**src/pmw_pkg.sv**
```systemverilog
// Constants and types for the power mode and wakeup controller.
package pmw_pkg;
   // Clock rate and timing.
   localparam int CLK_HZ          = 40_000_000;
   localparam int SLEEP_RESUME_US = 15;
   localparam int HIB_RESUME_US   = 100;
   localparam int SLEEP_RESUME_CYC = (SLEEP_RESUME_US * (CLK_HZ / 1_000_000));
   // The pin synchroniser, edge detect, state change and output register use four cycles.
   // The hibernate count gives them back, so the whole return stays inside the budget.
   localparam int WAKE_LAT_CYC     = 4;
   localparam int HIB_RESUME_CYC   = (HIB_RESUME_US * (CLK_HZ / 1_000_000)) - 1 - WAKE_LAT_CYC;
   localparam int RESUME_W         = 12;

   // Subsystem template layout.
   localparam int NSUB        = 8;
   localparam int SUB_CPU     = 0;
   localparam int SUB_FLASH   = 1;
   localparam logic [NSUB-1:0] ACT_TMPL_RST = 8'hFF;
   localparam logic [NSUB-1:0] ALT_TMPL_RST = 8'hFC;

   // Wakeup source bit positions.
   localparam int NWAKE      = 8;
   localparam int WK_CMP     = 0;
   localparam int WK_PRG     = 1;
   localparam int WK_SUPV    = 2;
   localparam int WK_TWHEEL  = 3;
   localparam int WK_PIN     = 4;
   localparam int WK_XRST    = 5;
   localparam int WK_WDOG    = 6;
   localparam int WK_PRST    = 7;
   localparam logic [NWAKE-1:0] WAKE_EN_RST = 8'hE0;

   // Interrupt status bits.
   localparam int NIRQ      = 3;
   localparam int IRQ_WAKE  = 0;
   localparam int IRQ_TICK  = 1;
   localparam int IRQ_READY = 2;

   // Register byte offsets.
   localparam logic [7:0] OFS_MODE     = 8'h00;
   localparam logic [7:0] OFS_ACT_TMPL = 8'h04;
   localparam logic [7:0] OFS_ALT_TMPL = 8'h08;
   localparam logic [7:0] OFS_WAKE_EN  = 8'h0C;
   localparam logic [7:0] OFS_TW_PER   = 8'h10;
   localparam logic [7:0] OFS_IRQ_STAT = 8'h14;
   localparam logic [7:0] OFS_IRQ_CLR  = 8'h18;
   localparam logic [7:0] OFS_IRQ_EN   = 8'h1C;
   localparam logic [7:0] OFS_STATUS   = 8'h20;

   localparam int TW_W = 16;
   localparam logic [TW_W-1:0] TW_PER_RST = 16'h0000;

   // Mode encodings as seen by software.
   localparam logic [1:0] MODE_ACTIVE = 2'h0;
   localparam logic [1:0] MODE_ALT    = 2'h1;
   localparam logic [1:0] MODE_SLEEP  = 2'h2;
   localparam logic [1:0] MODE_HIB    = 2'h3;

   typedef enum logic [2:0] {
      ST_ACTIVE,
      ST_ALT,
      ST_SLEEP,
      ST_HIB,
      ST_RESUME
   } pmw_state_t;
endpackage

```
**src/pmw_ctrl.sv**
```systemverilog
// Power mode and wakeup controller with an APB register slave.
//
// Design decisions made here: the register offsets and the APB interface to the registers.
`timescale 1ns/1ps
`default_nettype none
// Operation
// - A cleared template bit gates that subsystem's clock enable.
// - Firmware may change template bits anytime; changes apply next cycle.
// - CPU may clear its own bit; the next wakeup sets it again.
// - Any wakeup forces active mode and the CPU bit on.
// - Reset leaves the controller in active mode.
// - Alternate active mode uses its own reduced template.
// - Leaving sleep waits 15 us before entering active mode.
// - Hibernate gates nearly everything but keeps configuration and memory retained.
// - Hibernate holds digital output levels and keeps pin interrupt setup.
// - Hibernate is left only by the pin interrupt source.
// - Hibernate resume to active completes in under 100 us.
// - Wakeup sources are enabled per source, interrupts or resets.
// - Interrupt sources: comparator, programmable block, supervisor, timewheel, pin.
// - The timewheel raises periodic ticks that can wake the system.
// - Reset sources: external reset pin, watchdog timeout, precision reset monitor.
module pmw_ctrl
   import pmw_pkg::*;
(
   // Clock and reset.
   input  wire logic             REF_CLK,
   input  wire logic             RST_N,
   // APB slave.
   input  wire logic             PSEL,
   input  wire logic             PENABLE,
   input  wire logic             PWRITE,
   input  wire logic [7:0]       PADDR,
   input  wire logic [31:0]      PWDATA,
   output logic      [31:0]      PRDATA,
   output logic                  PREADY,
   output logic                  PSLVERR,
   // Wakeup sources, asynchronous levels.
   input  wire logic             CMP_IRQ,
   input  wire logic             PRG_IRQ,
   input  wire logic             SUPV_IRQ,
   input  wire logic             PIN_IRQ,
   input  wire logic             EXTERNAL_RESET_PIN,
   input  wire logic             WATCHDOG_TIMEOUT,
   input  wire logic             PRECISION_RESET_MONITOR,
   // Power control outputs.
   output logic      [NSUB-1:0]  SUBSYS_CLK_EN,
   output logic      [1:0]       POWER_MODE,
   output logic                  PIN_HOLD,
   output logic                  RETAIN,
   output logic                  REG_LOW,
   output logic                  IRQ
);

   // Synchronisers for the asynchronous sources.
   logic [NWAKE-1:0] src_raw;
   logic [NWAKE-1:0] sync1_q;
   logic [NWAKE-1:0] sync2_q;
   logic [NWAKE-1:0] prev_q;
   logic [NWAKE-1:0] edge_ev;
   logic [NWAKE-1:0] wake_hit;

   // Registers.
   pmw_state_t        state_q;
   logic [NSUB-1:0]   act_tmpl_q;
   logic [NSUB-1:0]   alt_tmpl_q;
   logic [NWAKE-1:0]  wake_en_q;
   logic [TW_W-1:0]   tw_per_q;
   logic [TW_W-1:0]   tw_cnt_q;
   logic              tw_tick;
   logic [NIRQ-1:0]   irq_stat_q;
   logic [NIRQ-1:0]   irq_en_q;
   logic [RESUME_W-1:0] resume_q;
   logic [NWAKE-1:0]  last_src_q;

   logic              wr_en;
   logic              rd_phase;
   logic              addr_ok;
   logic              wake_any;
   logic              resume_done;
   logic [NIRQ-1:0]   irq_set;
   logic [31:0]       rdata;

   assign src_raw[WK_CMP]    = CMP_IRQ;
   assign src_raw[WK_PRG]    = PRG_IRQ;
   assign src_raw[WK_SUPV]   = SUPV_IRQ;
   assign src_raw[WK_TWHEEL] = 1'b0;
   assign src_raw[WK_PIN]    = PIN_IRQ;
   assign src_raw[WK_XRST]   = EXTERNAL_RESET_PIN;
   assign src_raw[WK_WDOG]   = WATCHDOG_TIMEOUT;
   assign src_raw[WK_PRST]   = PRECISION_RESET_MONITOR;

   always_ff @(posedge REF_CLK or negedge RST_N) begin
      if (!RST_N) begin
         sync1_q <= '0;
         sync2_q <= '0;
         prev_q  <= '0;
      end else begin
         sync1_q <= src_raw;
         sync2_q <= sync1_q;
         prev_q  <= sync2_q;
      end
   end

   // Rising edges are events; the timewheel tick joins as an internal source.
   always_comb begin
      edge_ev = sync2_q & ~prev_q;
      edge_ev[WK_TWHEEL] = tw_tick;
   end

   // Per-source enables; in hibernate only the pin source counts.
   always_comb begin
      wake_hit = edge_ev & wake_en_q;
      if (state_q == ST_HIB) begin
         wake_hit = '0;
         wake_hit[WK_PIN] = edge_ev[WK_PIN] & wake_en_q[WK_PIN];
      end
   end
   assign wake_any = |wake_hit;

   // Central timewheel; a period of zero stops it.
   assign tw_tick = (tw_per_q != '0) && (tw_cnt_q == tw_per_q);
   always_ff @(posedge REF_CLK or negedge RST_N) begin
      if (!RST_N) begin
         tw_cnt_q <= '0;
      end else if (tw_tick || tw_per_q == '0) begin
         tw_cnt_q <= '0;
      end else begin
         tw_cnt_q <= tw_cnt_q + 1'b1;
      end
   end

   // APB decode: one wait state, the write lands on the completing edge.
   assign rd_phase = PSEL && PENABLE && !PREADY;
   assign wr_en    = PSEL && PENABLE && PREADY && PWRITE && !PSLVERR;
   always_comb begin
      unique case (PADDR)
         OFS_MODE, OFS_ACT_TMPL, OFS_ALT_TMPL, OFS_WAKE_EN, OFS_TW_PER,
         OFS_IRQ_STAT, OFS_IRQ_CLR, OFS_IRQ_EN, OFS_STATUS: addr_ok = 1'b1;
         default: addr_ok = 1'b0;
      endcase
   end

   always_comb begin
      rdata = '0;
      unique case (PADDR)
         OFS_MODE:     rdata[1:0] = POWER_MODE;
         OFS_ACT_TMPL: rdata[NSUB-1:0] = act_tmpl_q;
         OFS_ALT_TMPL: rdata[NSUB-1:0] = alt_tmpl_q;
         OFS_WAKE_EN:  rdata[NWAKE-1:0] = wake_en_q;
         OFS_TW_PER:   rdata[TW_W-1:0] = tw_per_q;
         OFS_IRQ_STAT: rdata[NIRQ-1:0] = irq_stat_q;
         OFS_IRQ_EN:   rdata[NIRQ-1:0] = irq_en_q;
         OFS_STATUS:   rdata = {8'h00, last_src_q, SUBSYS_CLK_EN, 5'h00, state_q};
         default:      rdata = '0;
      endcase
   end

   always_ff @(posedge REF_CLK or negedge RST_N) begin
      if (!RST_N) begin
         PREADY  <= 1'b0;
         PSLVERR <= 1'b0;
         PRDATA  <= '0;
      end else begin
         PREADY  <= rd_phase;
         PSLVERR <= rd_phase && !addr_ok;
         if (rd_phase && !PWRITE) begin
            PRDATA <= rdata;
         end
      end
   end

   // Active template; a wakeup sets the CPU bit and beats a same-cycle write.
   always_ff @(posedge REF_CLK or negedge RST_N) begin
      if (!RST_N) begin
         act_tmpl_q <= ACT_TMPL_RST;
      end else begin
         if (wr_en && PADDR == OFS_ACT_TMPL) begin
            act_tmpl_q <= PWDATA[NSUB-1:0];
         end
         if (wake_any) begin
            act_tmpl_q[SUB_CPU] <= 1'b1;
         end
      end
   end

   // Configuration registers survive hibernate because nothing clears them there.
   always_ff @(posedge REF_CLK or negedge RST_N) begin
      if (!RST_N) begin
         alt_tmpl_q <= ALT_TMPL_RST;
         wake_en_q  <= WAKE_EN_RST;
         tw_per_q   <= TW_PER_RST;
         irq_en_q   <= '0;
      end else if (wr_en) begin
         unique case (PADDR)
            OFS_ALT_TMPL: alt_tmpl_q <= PWDATA[NSUB-1:0];
            OFS_WAKE_EN:  wake_en_q  <= PWDATA[NWAKE-1:0];
            OFS_TW_PER:   tw_per_q   <= PWDATA[TW_W-1:0];
            OFS_IRQ_EN:   irq_en_q   <= PWDATA[NIRQ-1:0];
            default:      ;
         endcase
      end
   end

   // Mode machine.
   assign resume_done = (resume_q == '0);
   always_ff @(posedge REF_CLK or negedge RST_N) begin
      if (!RST_N) begin
         state_q  <= ST_ACTIVE;
         resume_q <= '0;
      end else begin
         unique case (state_q)
            ST_ACTIVE, ST_ALT: begin
               if (wake_any) begin
                  state_q <= ST_ACTIVE;
               end else if (wr_en && PADDR == OFS_MODE) begin
                  unique case (PWDATA[1:0])
                     MODE_ACTIVE: state_q <= ST_ACTIVE;
                     MODE_ALT:    state_q <= ST_ALT;
                     MODE_SLEEP:  state_q <= ST_SLEEP;
                     MODE_HIB:    state_q <= ST_HIB;
                  endcase
               end
            end
            ST_SLEEP: begin
               if (wake_any) begin
                  state_q  <= ST_RESUME;
                  resume_q <= RESUME_W'(SLEEP_RESUME_CYC - 1);
               end
            end
            ST_HIB: begin
               if (wake_any) begin
                  state_q  <= ST_RESUME;
                  resume_q <= RESUME_W'(HIB_RESUME_CYC - 1);
               end
            end
            ST_RESUME: begin
               if (resume_done) begin
                  state_q <= ST_ACTIVE;
               end else begin
                  resume_q <= resume_q - 1'b1;
               end
            end
         endcase
      end
   end

   // Clock gating and power outputs, all registered.
   always_ff @(posedge REF_CLK or negedge RST_N) begin
      if (!RST_N) begin
         SUBSYS_CLK_EN <= ACT_TMPL_RST;
         POWER_MODE    <= MODE_ACTIVE;
         PIN_HOLD      <= 1'b0;
         RETAIN        <= 1'b0;
         REG_LOW       <= 1'b0;
      end else begin
         unique case (state_q)
            ST_ACTIVE: begin
               SUBSYS_CLK_EN <= act_tmpl_q;
               POWER_MODE    <= MODE_ACTIVE;
            end
            ST_ALT: begin
               SUBSYS_CLK_EN <= alt_tmpl_q;
               POWER_MODE    <= MODE_ALT;
            end
            ST_SLEEP: begin
               SUBSYS_CLK_EN <= '0;
               POWER_MODE    <= MODE_SLEEP;
            end
            ST_HIB: begin
               SUBSYS_CLK_EN <= '0;
               POWER_MODE    <= MODE_HIB;
            end
            ST_RESUME: begin
               SUBSYS_CLK_EN <= '0;
               POWER_MODE    <= POWER_MODE;
            end
         endcase
         PIN_HOLD <= (state_q == ST_HIB);
         RETAIN   <= (state_q == ST_HIB);
         REG_LOW  <= (state_q == ST_HIB) || (state_q == ST_SLEEP);
      end
   end

   // Sticky interrupts; a new event beats a same-cycle clear.
   assign irq_set[IRQ_WAKE]  = wake_any;
   assign irq_set[IRQ_TICK]  = tw_tick;
   assign irq_set[IRQ_READY] = (state_q == ST_RESUME) && resume_done;
   always_ff @(posedge REF_CLK or negedge RST_N) begin
      if (!RST_N) begin
         irq_stat_q <= '0;
         last_src_q <= '0;
         IRQ        <= 1'b0;
      end else begin
         if (wr_en && PADDR == OFS_IRQ_CLR) begin
            irq_stat_q <= (irq_stat_q & ~PWDATA[NIRQ-1:0]) | irq_set;
         end else begin
            irq_stat_q <= irq_stat_q | irq_set;
         end
         if (wake_any) begin
            last_src_q <= wake_hit;
         end
         IRQ <= |(irq_stat_q & irq_en_q);
      end
   end

endmodule // pmw_ctrl
`default_nettype wire

```
**config.mk**
```make
export PLATFORM = sky130hd
export DESIGN_NAME = pmw_ctrl
export DESIGN_NICKNAME = d
export VERILOG_FILES = /design/src/pmw_pkg.sv /design/src/pmw_ctrl.sv
export SDC_FILE = /design/constraint.sdc
export NUM_CORES = 1
export LEC_CHECK = 0
export ABC_CLOCK_PERIOD_IN_PS = 3200
export BUFFER_PORTS_ARGS = -buffer_cell sky130_fd_sc_hd__buf_2
export CAP_MARGIN = 20
export CORE_UTILIZATION = 30
export DETAILED_ROUTE_END_ITERATION = 12
export GPL_TIMING_DRIVEN = 0
export SLEW_MARGIN = 0
export SYNTH_ARGS = -nofsm -noshare
export SYNTH_HDL_FRONTEND = slang
export SYNTH_SLANG_ARGS = --single-unit
```
**constraint.sdc**
```tcl
create_clock -name REF_CLK -period 3.2 [get_ports REF_CLK]
set_input_delay 0.16 -clock REF_CLK [delete_from_list [all_inputs] [get_ports REF_CLK]]
set_output_delay 0.16 -clock REF_CLK [all_outputs]
set_load 0.01 [all_outputs]
```
==> results of run 1 <==
## how the worst min path moves through the flow
stage | slack [ns] | cells after the start | start | end
floorplan | -0.14 | 0 | RST_N | IRQ
global placement | 0.27 | 1 | PRECISION_RESET_MONITOR | sync1_q[7]
detailed placement | 0.17 | 1 | RST_N | sync1_q[4]
CTS | 0.01 | 2 | PWDATA[5] | alt_tmpl_q[5]
global route | 0.02 | 2 | PWDATA[3] | alt_tmpl_q[3]
finish | 0.04 | 2 | PWDATA[3] | alt_tmpl_q[3]
## registers in the layout (all words and copies together) (netlist names), 8 cells and up
name	flops
wake_en_q	8
SUBSYS_CLK_EN	8
act_tmpl_q	8
tw_per_q	16
alt_tmpl_q	8
resume_q	12
PRDATA	24
last_src_q	8
tw_cnt_q	16
## metrics by stage
| stage | std cells | utilization |
|---|---|---|
| 3_5_place_dp | 945 | 0.347 |
| 5_1_grt | 994 | 0.384 |
| 6_report | 994 | 0.384 |
| 3_3_place_gp | 944 | 0.345 |
| 4_1_cts | 994 | 0.384 |
| 2_1_floorplan | 596 | - |
## metal layers
layer	wire (um)	track usage	vias up
met5	9	0	-
met2	7460	0.233	118
met1	8060	0.221	2422
met4	273	0.0566	2
met3	904	0.0433	22
li1	-	-	2330
## placed cells by master (no fill, tap or decap), types with 8 or more instances in the layout
master         count
dlygate4sd3_1     17
mux2_1            10
buf_4             12
nand2_1           47
clkbuf_16         17
a221oi_1          15
nor4_1            12
inv_1             23
or3_1             12
nand3b_1           8
mux2i_1           20
buf_2             77
mux2_2            35
o22ai_1            9
nor2_1            51
clkbuf_1          16
o21ai_0           30
a21oi_1           13
o31ai_1           10
conb_1             8
nand3_1           17
dfstp_2           25
xor2_1            21
dfrtp_1          120
## cells by family (layout without fill, tap and decap cells)
kind of cell    Yosys count  in the layout
compound gates          105            105
xor+xnor                 26             26
fa+ha+maj                 2              2
buf+inv                  56            179
flops                   145            145
mux                      65             65
other cells               1              8
simple gates            189            189
## what timing repair did
item | CTS | global route
hold endpoints to repair | 58 | 0
endpoints found under the setup margin | 0 | 0
hold buffers | 17 | 0
## report_power, final
group,internal (mW),total (mW),switching [mW]
Combinational,0.132,0.324,0.192
Sequential,1.90,1.95,0.0440
Clock,1.31,2.05,0.747
Total,3.34,4.32,0.983
## layout make-up
class,instances,area [um^2]
Fill cell,2070,13100
Sequential cell,145,3660
Multi-Input combinational cell,395,2700
Timing Repair Buffer,91,569
Clock buffer,23,488
Tap cell,275,344
Buffer,33,190
Clock inverter,9,129
Inverter,23,86.3
## worst max-delay path, stage by stage, from the launching register on
cell and delay [ns]:
dfrtp_1 0.40, inv_1 0.08, ha_1 0.24, nor4b_1 0.51, a41oi_2 0.37, a221o_2 0.44
o22ai_2 0.15, mux2_2 0.35
==> results.py, run 1 <==
metrics = {
    "global_routing": {
        "track_usage": 0.158,
        "grt_max_degree": 93,
        "grt_pass1_vias": 4854,
        "antenna_found_initial": 1,
        "grt.overflow.total": 0,
        "grt_pass1_wl_um": 26800,
    },
    "die": {
        "num_rows": 53,
        "start_util": 0.311,
        "core_um2": 21300,
        "ios": 100,
        "die_y_um": 150,
        "die_x_um": 150,
        "dieArea_um2": 22600,
    },
    "layout": {
        "stdcell_area_um2": 8170,
        "num_antenna_cells": 0,
        "syn_to_final_growth_pct": 23.5,
        "final_layout_size_suffix_gt1_frac": 0.268,
        "finalNetCount": 760,
    },
    "synthesis": {
        "synthAdderAreaFrac": 0.00379,
        "synthXorXnorAreaFrac": 0.0344,
        "synthArstFlopShare": 1.00,
        "ys_types": 58,
        "avgSynthCellArea_um2": 11.2,
        "synthMuxAreaShare": 0.107,
        "synth_commonest_cells": "dfrtp_1, nor2_1, nand2_1",
        "synthMostInstantiatedCell": "dfrtp_1",
        "ys_seq_area_frac": 0.554,
        "synth-main-ff-cell": "dfrtp_1",
        "ys_ff_latch": 145,
        "synth_compound_area_frac": 0.109,
        "post_synth_main_area_contributors": "dfrtp_1, dfstp_2, mux2_2",
        "ys_warn_count": 0,
        "synth_area_um2": 6610,
        "synth.largest_area_cell": "dfrtp_1",
        "synth-edff-count": 0,
        "synth_top_family_by_area": "simple AND/OR/NAND/NOR gates",
        "synthSimpleGateAreaFrac": 0.150,
        "syn_inst": 589,
        "synth_top_area_frac": 0.454,
    },
    "placement": {
        "dp_hpwl_um": 12100,
        "dpl-instance-area_um2": 7380,
        "port-buffer-count": 73,
        "gp_congestion": 0.803,
        "place_ws_ns": 0.544,
    },
    "setup_path": {
        "r2r_start": "resume_q[0]",
        "r2r_cells": 7,
        "regToRegEndpoint": "resume_q[0]",
        "critPathCapture": "resume_q[0]",
        "required_ns": 3.50,
        "startpoint": "resume_q[0]",
        "worstPathArrival_ns": 2.96,
        "crit_fanout": 9,
        "cp-start-kind": "flip-flop",
        "cp-end-kind": "flip-flop",
        "rrSetupSlack_ns": 0.54,
        "path_class": "reg -> reg",
    },
    "sta": {
        "fin_crit_ns": 2.66,
        "max_slew.worst_pin.slew_ns": 0.808,
        "hold_slack_ns": 0.0357,
        "relSlewSlack": 0.457,
        "finClkSkew_ns": 0.00808,
        "rsz0062_at_grt": "false",
        "fin_tns_setup_ns": 0,
        "max_freq_mhz": 376,
        "setup_slack_ns": 0.539,
        "fin_crit_sh": 0.832,
        "hold_violations": 0,
        "setup_viol": 0,
        "slew_violations": 0,
    },
    "clock_network": {
        "clk_latency_ns": 0.42,
        "cts_setup_buffers": 0,
        "cts_buffers": 17,
        "htreeDepth": 4,
        "cts_sinks": 145,
        "cts_max_path_buffers": 2,
        "cts_root_buffer": "clkbuf_16",
        "cts_resized": 0,
        "cts_tree": "built",
        "path_clk_slew_ns": 0.06,
    },
    "power_and_ir_drop": {
        "p_leak_nw": 3.84,
        "powerDensity_nw_per_um2": 529,
        "peakVddDrop_uv": 313,
        "p_total_mw": 4.32,
    },
    "routing": {
        "ant_nets": 0,
        "vias_per_cell": 4.92,
        "wl_per_cell_um": 16.8,
        "drt-initial-drc-count": 393,
        "wirelength_um": 16700,
        "dr.pass1.iters": 5,
        "num_vias": 4894,
        "drc": 0,
    },
    "worst_hold_path": {
        "hold_class": "in -> reg",
    },
    "flow_run": {
        "cap_violations": 0,
    },
    "status": {
        "status": "finished clean",
    },
}
No activity file was read; power rests on OpenSTA's default activity.
==> run 2: changes to the inputs <==
ABC_CLOCK_PERIOD_IN_PS = 2590   (was 3200)
clock period = 2.59 ns   (was 3.2 ns; I/O delays follow)
==> results.py, run 2 (synthesis results as in run 1) <==
metrics = {
    "status": {
        "status": "finished clean",
    },
    "die": {
        "start_util": 0.311,
        "num_rows": 53,
        "die_x_um": 150,
        "ios": 100,
        "die_y_um": 150,
        "core_um2": 21300,
        "dieArea_um2": 22600,
    },
    "placement": {
        "dpl-instance-area_um2": 7380,
        "port-buffer-count": 73,
        "gp_congestion": 0.803,
        "dp_hpwl_um": 12100,
    },
    "power_and_ir_drop": {
        "p_leak_nw": 3.88,
        "powerDensity_nw_per_um2": 650,
        "p_total_mw": 5.36,
        "peakVddDrop_uv": 387,
    },
    "setup_path": {
        "cpPeakStageDelay_ns": 0.46,
        "path_buf_inv": 0,
        "cp-end-kind": "flip-flop",
        "crit_fanout": 7,
        "path_class": "reg -> reg",
        "path_cells": "nor4_1, nand4_1, and3_1, a221o_2, o22ai_2, mux2_2",
        "cp_top_family": "simple AND/OR/NAND/NOR gates",
        "cp_slowest_cell": "dfrtp_1",
        "worstPathArrival_ns": 2.75,
        "cp-start-kind": "flip-flop",
        "required_ns": 2.89,
    },
    "routing": {
        "wl_per_cell_um": 16.8,
        "num_vias": 4885,
        "drt-initial-drc-count": 415,
        "ant_nets": 0,
        "wirelength_um": 16800,
        "drc": 0,
        "vias_per_cell": 4.89,
        "dr.pass1.iters": 5,
    },
    "sta": {
        "hold_violations": 0,
        "fin_crit_sh": 0.945,
        "rsz0062_at_grt": "false",
        "setup_viol": 0,
        "relSlewSlack": 0.445,
        "max_slew.worst_pin.slew_ns": 0.826,
        "max_freq_mhz": 409,
        "finClkSkew_ns": 0.00870,
        "fin_crit_ns": 2.45,
        "slew_violations": 0,
        "fin_tns_setup_ns": 0,
    },
    "layout": {
        "largest-register": "PRDATA",
        "largest_reg_flops": 24,
        "biggestRegsByFlops": "PRDATA x24, tw_cnt_q x16, tw_per_q x16",
        "num_antenna_cells": 0,
        "layout_common_cells": "dfrtp_1, buf_2, nor2_1",
        "final_layout_size_suffix_gt1_frac": 0.271,
        "stdcell_area_um2": 8240,
        "syn_to_final_growth_pct": 24.7,
        "final_common_cell": "dfrtp_1",
        "finalNetCount": 764,
    },
    "global_routing": {
        "grt_pass1_wl_um": 26900,
        "grt_max_degree": 93,
        "grt_pass1_vias": 4875,
        "track_usage": 0.159,
        "antenna_found_initial": 1,
        "grt.overflow.total": 0,
    },
    "worst_hold_path": {
        "hold_class": "in -> reg",
    },
    "flow_run": {
        "cap_violations": 0,
    },
    "clock_network": {
        "cts_buffers": 17,
        "htreeDepth": 4,
        "cts_setup_buffers": 0,
        "cts_root_buffer": "clkbuf_16",
        "cts_max_path_buffers": 2,
        "clk_latency_ns": 0.42,
        "cts_tree": "built",
        "cts_sinks": 145,
        "path_clk_slew_ns": 0.06,
    },
}
## run 2: path summary, 6_finish.rpt
check	from	end	slack, ns	depth (start not counted)
min reg2reg	sync1_q[0]	sync2_q[0]	0.35	0
min in group asynchronous	RST_N	sync1_q[4]	0.23	2
min	PSEL	PSLVERR	0.03	3
max	tw_per_q[0]	resume_q[0]	0.14	6
max in group asynchronous	RST_N	SUBSYS_CLK_EN[2]	1.52	3
max reg2reg	tw_per_q[0]	resume_q[0]	0.14	6
## run 2: routing by layer
layer  GRT usage  part of all wire
met5           0           0.00077
met4      0.0566             0.017
met3      0.0406             0.050
met2       0.234              0.44
met1       0.223              0.49
## run 2: through the flow
step / instances / hold WS, ns / utilization / worst slack, ns
finish: 998 / 0.0285 / 0.387 / 0.143
global route: 998 / 0.0304 / 0.387 / 0.0532
CTS: 998 / 0.00199 / 0.386 / 0.0771
detailed placement: 945 / 0.136 / 0.347 / -0.0657
global placement: 944 / 0.241 / 0.345 / -0.760
floorplan: 596 / -0.166 / - / 0.274
## run 2: worst min-delay path, cell delays in order
cell	delay, ns
buf_2	0.09
nand2_1	0.12
nor3_1	0.06
## run 2: layout make-up
cell class                      count  area (um^2)
Tap cell                          275          344
Clock buffer                       23          488
Multi-Input combinational cell    395         2730
Inverter                           23         86.3
Buffer                             33          191
Clock inverter                      9          129
Fill cell                        2065        13000
Sequential cell                   145         3660
Timing Repair Buffer               95          609
## run 2: where the power goes
group | total, mW | switching, mW | internal (mW)
clock network | 2.54 | 0.930 | 1.61
logic | 0.410 | 0.241 | 0.169
registers | 2.41 | 0.0550 | 2.35
## run 2: timing repair
action                                  in CTS  in global routing
pin swaps                                    0                  2
hold buffers                                21                  0
resized for setup                            1                  5
endpoints found under the hold margin       70                  0
endpoints found under the setup margin      10                 19
==> run 3: changes to the inputs <==
ABC_CLOCK_PERIOD_IN_PS = 2800   (was 2590)
PLACE_DENSITY = 0.59   (was unset)
clock period = 2.8 ns   (was 2.59 ns; I/O delays follow)
==> results.py, run 3 (synthesis results as in run 1) <==
metrics = {
    "sta": {
        "fin_crit_ns": 2.52,
        "hold_slack_ns": 0.0210,
        "setup_viol": 0,
        "rsz0062_at_grt": "false",
        "setup_slack_ns": 0.279,
        "max_freq_mhz": 397,
        "hold_violations": 0,
        "max_slew.worst_pin.slew_ns": 0.783,
        "slew_violations": 0,
        "finClkSkew_ns": 0.0112,
        "relSlewSlack": 0.478,
        "fin_tns_setup_ns": 0,
        "fin_crit_sh": 0.900,
    },
    "die": {
        "die_y_um": 150,
        "core_um2": 21300,
        "ios": 100,
        "dieArea_um2": 22600,
        "num_rows": 53,
        "die_x_um": 150,
        "start_util": 0.311,
    },
    "clock_network": {
        "cts_buffers": 17,
        "path_clk_slew_ns": 0.06,
        "cts_setup_buffers": 0,
        "clk_latency_ns": 0.42,
        "cts_tree": "built",
        "cts_max_path_buffers": 2,
        "cts_root_buffer": "clkbuf_16",
        "htreeDepth": 4,
        "cts_sinks": 145,
    },
    "placement": {
        "post-place-cells": 945,
        "port-buffer-count": 73,
        "place_ws_ns": 0.116,
        "gp_congestion": 0.825,
        "dp_hpwl_um": 12100,
    },
    "layout": {
        "finalNonFillerCells": 997,
        "biggestRegsByFlops": "PRDATA x24, tw_cnt_q x16, tw_per_q x16",
        "post-route-util": 0.387,
        "largest_reg_flops": 24,
        "syn_to_final_growth_pct": 24.6,
        "finalNetCount": 762,
        "final_common_cell": "dfrtp_1",
        "layout_common_cells": "dfrtp_1, buf_2, nor2_1",
        "final_layout_size_suffix_gt1_frac": 0.269,
        "largest-register": "PRDATA",
    },
    "routing": {
        "ant_nets": 0,
        "num_vias": 4906,
        "dr.pass1.iters": 4,
        "drt-initial-drc-count": 275,
        "vias_per_cell": 4.92,
        "wl_per_cell_um": 16.7,
        "wirelength_um": 16700,
        "drc": 0,
    },
    "setup_path": {
        "cp_slowest_cell": "o211ai_1",
        "worstPathArrival_ns": 2.80,
        "crit_fanout": 10,
        "path_buf_inv": 1,
        "required_ns": 3.07,
        "cp-start-kind": "flip-flop",
        "cp_top_family": "simple AND/OR/NAND/NOR gates",
        "cp-end-kind": "flip-flop",
        "path_cells": "xor2_1, nor4_1, nand4_1, o211ai_1, clkbuf_1, o22ai_1",
        "path_class": "reg -> reg",
        "cpPeakStageDelay_ns": 0.47,
    },
    "status": {
        "status": "finished clean",
    },
    "flow_run": {
        "cap_violations": 0,
    },
    "power_and_ir_drop": {
        "peakVddDrop_uv": 305,
        "powerDensity_nw_per_um2": 619,
        "p_leak_nw": 3.87,
    },
    "global_routing": {
        "antenna_found_initial": 2,
        "grt_pass1_wl_um": 26400,
        "track_usage": 0.157,
        "grt_max_degree": 90,
        "grt.overflow.total": 0,
        "grt_pass1_vias": 4863,
    },
    "worst_hold_path": {
        "hold_class": "in -> reg",
    },
}
## run 3: path summary, 6_finish.rpt
kind                        startpoint       endpoint  slack, ns  cells after the start
setup reg to reg           tw_per_q[0]  last_src_q[0]       0.28                      6
max in group asynchronous        RST_N  act_tmpl_q[1]       1.69                      3
hold / removal               PWDATA[4]  act_tmpl_q[4]       0.02                      2
min in group asynchronous        RST_N     sync1_q[4]       0.26                      2
setup / recovery           tw_per_q[0]  last_src_q[0]       0.28                      6
hold reg to reg             sync1_q[4]     sync2_q[4]       0.35                      0
## run 3: power breakdown
part / leakage (nW) / switching, mW / internal (mW) / total [mW]
registers: 1.83 / 0.0490 / 2.17 / 2.22
logic: 1.72 / 0.221 / 0.153 / 0.374
clock network: 0.320 / 0.850 / 1.65 / 2.50
total: 3.87 / 1.12 / 3.98 / 5.10
## run 3: cell type report
cell class                      count  area [um^2]
Multi-Input combinational cell    395         2710
Antenna cell                        1         2.50
Fill cell                        2069        13100
Clock inverter                     10          181
Buffer                             33          190
Inverter                           23         86.3
Sequential cell                   145         3660
Tap cell                          275          344
Clock buffer                       22          474
Timing Repair Buffer               93          589
## run 3: per-layer routing
metal	up-vias	share of wire	wire length, um	global-route usage
met5	-	0.00078	13	0
met4	2	0.019	321	0.0687
met3	26	0.052	861	0.0406
met2	120	0.46	7610	0.235
met1	2414	0.47	7850	0.215
li1	2344	-	-	-
## run 3: per-stage QoR
stage	power, mW	instance area [um^2]
2_1_floorplan	2.43	6640
3_3_place_gp	2.61	7350
3_5_place_dp	2.62	7380
4_1_cts	5.15	8230
5_1_grt	5.29	8230
6_report	5.10	8240
## run 3: timing repair
action	4_1_cts	5_1_grt
endpoints found under the setup margin	0	11
hold endpoints to repair	66	0
resized for setup	0	1
hold buffers	19	0
